**src/verilog/sltr_defs.svh**
```systemverilog
//------------------------------------------------------------------
//------------------------------------------------------------------
`ifndef SLTR_DEFS_SVH
`define SLTR_DEFS_SVH

// Transmit register bit positions
`define SLTR_TX_RUN        0
`define SLTR_TX_CTL1       1
`define SLTR_TX_ERROR_IRQ_ENABLE     3
`define SLTR_TRANSMIT_COMPLETE_IRQ_ENABLE    5
`define SLTR_TX_SDONE      6
`define SLTR_TX_PDONE      7
`define SLTR_TX_MODEM_LO   10
`define SLTR_TX_MODEM_HI   13

// Receive register bit positions
`define SLTR_RX_RUN        0
`define SLTR_RX_CTL1       1
`define SLTR_RX_CTL3       3
`define SLTR_RX_CHARACTER_MATCH_IRQ_ENABLE    4
`define SLTR_RECEIVE_COMPLETE_IRQ_ENABLE    5
`define SLTR_RX_SDONE      6
`define SLTR_RX_PDONE      7
`define SLTR_RX_MATCH      15

// Reset values of held bits
`define SLTR_TX_RESET      6'h00
`define SLTR_RX_RESET      8'h00

`endif

```
**src/verilog/sltr_pkg.sv**
```systemverilog
package sltr_pkg;

  // Locally held transmit bits, msb first
  typedef struct packed {
    logic pdone;
    logic sdone;
    logic done_ie;
    logic error_irq_enable;
    logic ctl1;
    logic run;
  } sltr_tx_t;

  // Locally held receive bits, msb first
  typedef struct packed {
    logic match;
    logic pdone;
    logic sdone;
    logic done_ie;
    logic character_match_irq_enable;
    logic ctl3;
    logic ctl1;
    logic run;
  } sltr_rx_t;

  // Hardware events from the surrounding logic
  typedef struct packed {
    logic tx_s_ovf;
    logic tx_p_ovf;
    logic tx_cc_ovf;
    logic rx_s_ovf;
    logic rx_p_ovf;
    logic rx_cc_ovf;
    logic char_detect;
  } sltr_event_t;

endpackage : sltr_pkg

```
**src/verilog/sltr_rx_hold.sv**
```systemverilog
`timescale 1ns/1ps
`include "sltr_defs.svh"

module sltr_rx_hold (
  input  wire logic sys_clk,
  input  wire logic reset,
  input  wire logic init_pulse,
  input  wire logic overflow,
  input  wire logic block_check_cycle,
  input  wire logic done_flag,
  output logic      set_done
);

  logic hold_r;
  logic done_prev_r;
  logic done_rise;

  assign done_rise = done_flag & ~done_prev_r;
  assign set_done  = hold_r & ~block_check_cycle;

  always_ff @(posedge sys_clk) begin
    if (reset || init_pulse) begin
      done_prev_r <= 1'b0;
    end else begin
      done_prev_r <= done_flag;
    end
  end

  // New overflow wins over the clearing edge
  always_ff @(posedge sys_clk) begin
    if (reset || init_pulse) begin
      hold_r <= 1'b0;
    end else if (overflow) begin
      hold_r <= 1'b1;
    end else if (done_rise) begin
      hold_r <= 1'b0;
    end
  end

endmodule : sltr_rx_hold

```
**src/verilog/sltr_csr.sv**
```systemverilog
`timescale 1ns/1ps
`include "sltr_defs.svh"

module sltr_csr (
  input  wire logic                 sys_clk,
  input  wire logic                 reset,
  input  wire logic                 bus_init,
  input  wire logic                 master_clear,
  input  wire logic                 sel_tx,
  input  wire logic                 sel_rx,
  input  wire logic                 word_write,
  input  wire logic                 byte_write,
  input  wire logic                 byte_high,
  input  wire logic [15:0]          wdata,
  input  wire logic [7:0]           err_flags,
  input  wire sltr_pkg::sltr_event_t events,
  input  wire logic                 block_check_cycle,
  input  wire logic                 tx_active,
  input  wire logic [3:0]           modem_in,
  output logic [15:0]               tx_rdata,
  output logic [15:0]               rx_rdata,
  output sltr_pkg::sltr_tx_t        tx_bits,
  output sltr_pkg::sltr_rx_t        rx_bits,
  output logic                      init_pulse,
  output logic                      vector_a_request,
  output logic                      vector_b_request
);

  //----------------------------------------------------------------
  // Decode and error gathering
  //----------------------------------------------------------------
  sltr_pkg::sltr_tx_t tx_r;
  sltr_pkg::sltr_tx_t tx_nxt;
  sltr_pkg::sltr_rx_t rx_r;
  sltr_pkg::sltr_rx_t rx_nxt;
  logic               tx_load_lo;
  logic               rx_load_lo;
  logic               rx_load_hi;
  logic               tx_err;
  logic               rx_err;
  logic               error_summary;
  logic [1:0]         rx_ovf;
  logic [1:0]         rx_set_done;
  logic [1:0]         rx_done_now;
  logic [15:0]        tx_rdata_r;
  logic [15:0]        rx_rdata_r;

  assign init_pulse = bus_init | master_clear;

  assign tx_load_lo = sel_tx & (word_write | (byte_write & ~byte_high));
  assign rx_load_lo = sel_rx & (word_write | (byte_write & ~byte_high));
  assign rx_load_hi = sel_rx & (word_write | (byte_write & byte_high));

  assign tx_err        = err_flags[0] | err_flags[2] | err_flags[4];
  assign rx_err        = err_flags[1] | err_flags[3] | err_flags[5];
  assign error_summary = |err_flags;

  //----------------------------------------------------------------
  // Receive done holding latches
  //----------------------------------------------------------------
  assign rx_ovf      = {events.rx_p_ovf, events.rx_s_ovf};
  assign rx_done_now = {rx_r.pdone, rx_r.sdone};

  generate
    for (genvar i = 0; i < 2; i++) begin : g_hold
      sltr_rx_hold u_hold (
        .sys_clk           (sys_clk),
        .reset             (reset),
        .init_pulse        (init_pulse),
        .overflow          (rx_ovf[i]),
        .block_check_cycle (block_check_cycle),
        .done_flag         (rx_done_now[i]),
        .set_done          (rx_set_done[i])
      );
    end
  endgenerate

  //----------------------------------------------------------------
  // Transmit register
  //----------------------------------------------------------------
  always_comb begin
    tx_nxt = tx_r;
    if (tx_load_lo) begin
      tx_nxt.run     = wdata[`SLTR_TX_RUN];
      tx_nxt.ctl1    = wdata[`SLTR_TX_CTL1];
      tx_nxt.error_irq_enable  = wdata[`SLTR_TX_ERROR_IRQ_ENABLE];
      tx_nxt.done_ie = wdata[`SLTR_TRANSMIT_COMPLETE_IRQ_ENABLE];
      tx_nxt.sdone   = tx_r.sdone & wdata[`SLTR_TX_SDONE];
      tx_nxt.pdone   = tx_r.pdone & wdata[`SLTR_TX_PDONE];
    end
    if (tx_err || events.tx_cc_ovf) begin
      tx_nxt.run = 1'b0;
    end
    if (events.tx_s_ovf) begin
      tx_nxt.sdone = 1'b1;
    end
    if (events.tx_p_ovf) begin
      tx_nxt.pdone = 1'b1;
    end
  end

  always_ff @(posedge sys_clk) begin
    if (reset || init_pulse) begin
      tx_r <= `SLTR_TX_RESET;
    end else begin
      tx_r <= tx_nxt;
    end
  end

  //----------------------------------------------------------------
  // Receive register
  //----------------------------------------------------------------
  always_comb begin
    rx_nxt = rx_r;
    if (rx_load_lo) begin
      rx_nxt.run     = wdata[`SLTR_RX_RUN];
      rx_nxt.ctl1    = wdata[`SLTR_RX_CTL1];
      rx_nxt.ctl3    = wdata[`SLTR_RX_CTL3];
      rx_nxt.character_match_irq_enable = wdata[`SLTR_RX_CHARACTER_MATCH_IRQ_ENABLE];
      rx_nxt.done_ie = wdata[`SLTR_RECEIVE_COMPLETE_IRQ_ENABLE];
      rx_nxt.sdone   = rx_r.sdone & wdata[`SLTR_RX_SDONE];
      rx_nxt.pdone   = rx_r.pdone & wdata[`SLTR_RX_PDONE];
    end
    if (rx_load_hi) begin
      rx_nxt.match = rx_r.match & wdata[`SLTR_RX_MATCH];
    end
    if (rx_err || events.rx_cc_ovf) begin
      rx_nxt.run = 1'b0;
    end
    if (events.char_detect) begin
      rx_nxt.match = 1'b1;
    end
    if (rx_set_done[0]) begin
      rx_nxt.sdone = 1'b1;
    end
    if (rx_set_done[1]) begin
      rx_nxt.pdone = 1'b1;
    end
  end

  always_ff @(posedge sys_clk) begin
    if (reset || init_pulse) begin
      rx_r <= `SLTR_RX_RESET;
    end else begin
      rx_r <= rx_nxt;
    end
  end

  //----------------------------------------------------------------
  // Read-back images and outputs
  //----------------------------------------------------------------
  always_ff @(posedge sys_clk) begin
    if (reset) begin
      tx_rdata_r <= 16'h0000;
    end else begin
      tx_rdata_r <= {2'b00, modem_in, 2'b00, tx_r.pdone, tx_r.sdone, tx_r.done_ie, 1'b0,
                     tx_r.error_irq_enable, 1'b0, tx_r.ctl1, tx_r.run};
    end
  end

  always_ff @(posedge sys_clk) begin
    if (reset) begin
      rx_rdata_r <= 16'h0000;
    end else begin
      rx_rdata_r <= {rx_r.match, 7'h00, rx_r.pdone, rx_r.sdone, rx_r.done_ie, rx_r.character_match_irq_enable,
                     rx_r.ctl3, 1'b0, rx_r.ctl1, rx_r.run};
    end
  end

  assign tx_rdata = tx_rdata_r;
  assign rx_rdata = rx_rdata_r;
  assign tx_bits  = tx_r;
  assign rx_bits  = rx_r;

  // Transmit done interrupts are held off while the transmit run bit is dropped mid-transfer
  assign vector_b_request = (error_summary & tx_r.error_irq_enable)
                          | (tx_r.done_ie & (tx_r.sdone | tx_r.pdone)
                             & ~(~tx_r.run & tx_active));

  assign vector_a_request = (rx_r.match & rx_r.character_match_irq_enable)
                          | (rx_r.done_ie & (rx_r.sdone | rx_r.pdone));
endmodule : sltr_csr

```
**config.mk**
```make
export PLATFORM = sky130hd
export DESIGN_NAME = sltr_csr
export DESIGN_NICKNAME = d
export VERILOG_FILES = /design/src/verilog/sltr_pkg.sv /design/src/verilog/sltr_rx_hold.sv /design/src/verilog/sltr_csr.sv
export VERILOG_INCLUDE_DIRS = /design/src /design/src/verilog
export SDC_FILE = /design/constraint.sdc
export NUM_CORES = 1
export LEC_CHECK = 0
export BUFFER_PORTS_ARGS = -buffer_cell sky130_fd_sc_hd__buf_2
export CAP_MARGIN = 0
export CORE_AREA = 2 2 68 57
export CTS_BUF_LIST = sky130_fd_sc_hd__clkbuf_8
export CTS_CLUSTER_SIZE = 16
export DETAILED_ROUTE_END_ITERATION = 8
export DIE_AREA = 0 0 70 59
export PLACE_DENSITY = 0.79
export REMOVE_ABC_BUFFERS = 1
export SETUP_SLACK_MARGIN = 0.4
export SLEW_MARGIN = 30
export SYNTH_ARGS = -nofsm -noshare
export SYNTH_HDL_FRONTEND = slang
export SYNTH_HIERARCHICAL = 1
export SYNTH_SLANG_ARGS = --single-unit
```
**constraint.sdc**
```tcl
create_clock -name sys_clk -period 1.76 [get_ports sys_clk]
set_input_delay 0.44 -clock sys_clk [delete_from_list [all_inputs] [get_ports sys_clk]]
set_output_delay 0.44 -clock sys_clk [all_outputs]
set_load 0.01 [all_outputs]
```
==> Word-level counts from Yosys, hierarchy flattened <==
Index checks and enable logic that the tools add are counted.
{ "classes": {"mul": 0, "eq_ne": 0, "shift": 0, "reduce_logical": 13, "n_mux": 12, "order_cmp": 0, "n_addsub": 0, "bitwise": 37, "div": 0} }
{ "op_table": {"columns": ["operator", "count"], "rows": [
  ["AND 1 bit", 20],
  ["nonzero test 2 bit", 7],
  ["bitwise OR 1 bit", 11],
  ["two-way mux 1 bit", 10],
  ["OR reduction 8 bit", 1],
  ["two-way mux 7 bit", 1],
  ["two-way mux 6 bit", 1],
  ["inverter 1 bit", 6],
  ["OR reduction 2 bit", 2],
  ["logical OR 1 bit", 3]
]} }
{ "totals": {"out_inout_bits": 49, "ramBits": 0, "memories": 0, "input_bits": 46, "romBits": 0, "latchBits": 0, "wordCells": 84, "register_bits": 50} }

==> Longest topological paths before layout <==
{ "logic_depth": {"ltp_word": 6, "depth_mapped": 4, "ltp_nobuf": 3} }

==> Cells and area by module <==
Netlist, hierarchy kept.
{ "modules_own_cells": {"columns": ["module", "seq_area_each_um2", "instances", "cells_each", "area_each_um2"], "rows": [
  ["sltr_csr", 640.6, 1, 130, 1229.9],
  ["sltr_rx_hold", 40.0, 2, 7, 82.6]
]} }

==> Least setup slack after synthesis <==
No wires, ideal clock.
{ "synth_timing": {"path_kind": "input to output", "start": "input port err_flags[0]", "end": "output port vector_b_request", "path_slack_ns": 0.087, "t_required_ns": 1.320, "cell_stages": 3, "t_arrival_ns": 1.233, "n_path_buf": 0, "cell_sequence": "or3_1 o41ai_1 nand2_1"} }
{ "synth_between": {"elab_chain_cells": 3} }
{ "synth_rtl": {"columns": ["item", "line_no", "text"], "rows": [
  ["start, declared", "sltr_csr.sv:15", "input wire logic [7:0] err_flags,"],
  ["OR reduction 8 bit", "sltr_csr.sv:56", "assign error_summary = |err_flags;"],
  ["AND 1 bit", "sltr_csr.sv:176", "assign vector_b_request = (error_summary & tx_r.error_irq_enable)"],
  ["bitwise OR 1 bit", "sltr_csr.sv:177", "| (tx_r.done_ie & (tx_r.sdone | tx_r.pdone)"],
  ["end, declared", "sltr_csr.sv:26", "output logic vector_b_request"]
]} }
Every way passes these cells.

==> Worst setup path after layout <==
{ "layout_timing": {"start": "input port err_flags[5]", "end": "output port vector_b_request"} }
Same word-level chain as after synthesis.

==> flow_summary_export.csv <==
group,metric,value,unit
synth,synth-seq-cells,36,
die,fp.dieArea,4130,um2
clock_tree,htreeDepth,2,
setup_path,worstPathArrival,1.39,ns
layout,antenna_cells,0,
drt,wl_per_cell,11.5,um
synth,synth_seq_area_share,51.7,%
setup_path,cp-end-kind,"output pin",
layout,drive_above_1_share,42.7,%
synth,synth_top_family_by_area,"simple AND/OR/NAND/NOR gates",
outcome,violations,"negative setup slack",
clock_tree,clkLatencyLatePin,0.28,ns
synth,synthCells,144,
power_and_ir_drop,internal_power,0.00117,W
die,die_y,59,um
die,die_w,70,um
setup_path,crit_family,"simple AND/OR/NAND/NOR gates",
clock_tree,cts_num_sinks,36,
timing,finalSetupViolCount,1,
power_and_ir_drop,clkPwrFrac,35.9,%
power_and_ir_drop,p_per_area,793,nW/um2
setup_path,cp_max_fo,2,
synth,avgSynthCellArea,9.69,um2
timing,finalCriticalPeriod,1.83,ns
placed_design,hpwl,2330,um
die,start_util,41.3,%
clock_tree,clk_pin_slew,0.07,ns
placed_design,place.gp.congestion,0.809,
power_and_ir_drop,ir_drop,0.528,mV
timing,worst_slack,-0.0726,ns
setup_path,cp_cell_sequence,"buf_6, or3_4, o41ai_2, nand2_1, buf_2",
drt,vias_per_cell,4.54,
drt,wirelength,3100,um
timing,fmax,546,MHz
layout,syn2layout_area_growth,39.6,%
timing,final_max_slew_viol_count,0,
die,io_pins,95,
outcome,status,"complete, but fails checks",
global_route,grt_pass1_wl,4770,um
global_route,grt_pass1_vias,1046,
setup_path,slowest_delay,0.38,ns
clock_tree,clockBufferDepth,2,
synth,yosys_warnings,6,
drt,postRouteAntennaNets,0,
synth,synthTopCellsByArea,"dfxtp_1 52%, nor2b_1 9.4%, buf_4 7.5%, mux2i_1 5.0%, nand2_1 4.8%",
layout,post-route-util,57.7,%
synth,ys_types,25,
synth,synth-simple-area-share,24.6,%
clock_tree,cts_tree,"done",
power_and_ir_drop,pwr-share-seq,53.8,%
timing,rsz0062_at_grt,"true",
synth,muxShareOfSynthArea,5.02,%
clock_tree,hold_buffers,0,
setup_path,crit_required,1.32,ns
synth,synth-adder-area-share,0,%
drt,drt-pass1-iter-count,4,
synth,synthesis.area,1400,um2
setup_path,critPathKind,"in -> out",
global_route,antenna_found_initial,0,
power_and_ir_drop,p_leak,0.959,nW
placed_design,postPlaceCellArea,1770,um2
synth,synth-xor-area-share,0,%
layout,fill_cells,303,
layout,nets,272,
power_and_ir_drop,pwr-share-comb,10.3,%
layout,finalInstanceArea,1950,um2
timing,finalCritPeriodShare,104,%
global_route,grt_max_degree,17,
synth,synth_top_area_share,51.7,%
clock_tree,cts_buffers,5,
synth,synth_largest_area_cell,"dfxtp_1",
drt,drt_iter0_drc,90,
placed_design,port_buffers,72,
global_route,gr-usage-all-layers,15.0,%
timing,fin_skew,0.00928,ns
power_and_ir_drop,switching_power,0.000374,W
die,core_area,3380,um2
clock_tree,cts-root-buf,"clkbuf_8",
power_and_ir_drop,p_sw_share,24.2,%
setup_path,crit_buf_inv,2,
drt,drcViolationCount,0,
timing,hold_viol_final,0,
run,max_cap_viol_count,0,
hold_path,worstHoldPathType,"in -> reg",
drt,vias,1221,
die,num_rows,19,
setup_path,crit_slowest_cell,"or3_4",
synth,synth_compound_area_share,9.51,%
global_route,overflow,0,
setup_path,cp-start-kind,"input pin",
per-layer routing:
layer  global-route usage, %  vias up  wire length [um]
met5                       0        -                 0
met4                    5.77        0                12
met3                    6.29        2               305
met2                    23.8       54              1430
met1                    18.3      543              1350
li1                        -      622                 -
worst reg2reg max path, cell delays in order, from the launching register on:
cell	delay, ns
dfxtp_4	0.35
buf_4	0.14
nor3b_2	0.15
nor4_2	0.19
flip-flops by register name, indices dropped and copies added (netlist names):
| signal | count |
|---|---|
| rx_rdata | 8 |
| g_hold.u_hold/done_prev_r | 2 |
| tx_rdata | 10 |
| g_hold.u_hold/hold_r | 2 |
| rx_bits | 8 |
| tx_bits | 6 |
final cells by class:
type                            instances  area (um2)  area share, %
Inverter                                1        3.75          0.193
Tap cell                               42        52.6           2.70
Clock inverter                          3        16.3          0.835
Multi-Input combinational cell        102         617           31.7
Sequential cell                        36         728           37.4
Clock buffer                            5        68.8           3.53
Timing Repair Buffer                   80         462           23.7
cell usage after synthesis:
cell type  count
dfxtp_1       36
nor2b_1       21
nand2_1       18
buf_4         14
a21oi_1        7
mux2i_1        7
nor2_1         7
o21ai_0        6
o211ai_1       4
clkbuf_1       3
nor3b_1        2
nor3b_2        2
nor4_2         2
o21a_1         2
or3_1          2
or4_1          2
buf_2          1
conb_1         1
inv_1          1
nor3_2         1
nor4b_1        1
o21ai_1        1
o221ai_1       1
o41ai_1        1
or2_1          1
power by group through the flow:
| stage | registers, W | logic (W) | clock network (W) |
|---|---|---|---|
| finish | 0.000831 | 0.000160 | 0.000554 |
| global route | 0.000832 | 0.000176 | 0.000602 |
| CTS | 0.000833 | 0.000156 | 0.000566 |
| detailed placement | 0.000853 | 0.000147 | 0 |
| global placement | 0.000852 | 0.000146 | 0 |
| floorplan | 0.000858 | 0.0000552 | 0 |
worst paths after layout:
kind / start / cells after the start / to / slack, ns
hold / removal: modem_in[0] / 2 / tx_rdata[10] / 0.36
hold reg to reg: tx_bits[1] / 2 / tx_bits[1] / 0.47
setup reg to reg: rx_bits[6] / 3 / g_hold[1].u_hold/hold_r / 0.84
setup / recovery: err_flags[5] / 5 / vector_b_request / -0.07
cell usage in the layout, fill, tap and decap left out:
cell      count
buf_2        66
dfxtp_1      34
nor2b_1      21
nand2_1      18
conb_1       14
nor2_1        7
a21oi_1       7
mux2i_1       7
buf_6         7
buf_4         7
o21ai_0       5
clkbuf_8      5
o211ai_1      4
inv_1         3
o21a_1        2
or4_1         2
nor3b_2       2
nor4_2        2
nor3b_1       2
dfxtp_4       2
or2_4         1
o221ai_1      1
or3_1         1
or3_4         1
o41ai_2       1
o21ai_2       1
nor3_2        1
nor4b_1       1
o21ai_1       1
clkinv_4      1
metrics by stage:
| step | hold WS [ns] | power (W) | cells | setup WS (ns) | setup TNS [ns] |
|---|---|---|---|---|---|
| floorplan | 0.487 | 0.000913 | 139 | 0.0866 | 0 |
| global route | 0.369 | 0.00161 | 269 | -0.109 | -0.109 |
| global placement | 0.458 | 0.000998 | 257 | -0.106 | -0.106 |
| CTS | 0.358 | 0.00156 | 267 | -0.0767 | -0.0767 |
| finish | 0.364 | 0.00154 | 269 | -0.0726 | -0.0726 |
| detailed placement | 0.465 | 0.00100 | 257 | -0.140 | -0.140 |
timing repair:
item                                    in CTS  in global routing
pin swaps                                    6                  3
buffers inserted                             2                  2
resized for setup                           11                  5
endpoints found under the setup margin       3                  4
kinds of logic after synthesis:
logic type | after synthesis
other | 1
AOI/OAI and AO/OA | 22
DFF | 36
buffers and inverters | 19
muxes | 7
and+or+nand+nor | 59
No activity file was read; power rests on OpenSTA's default activity.
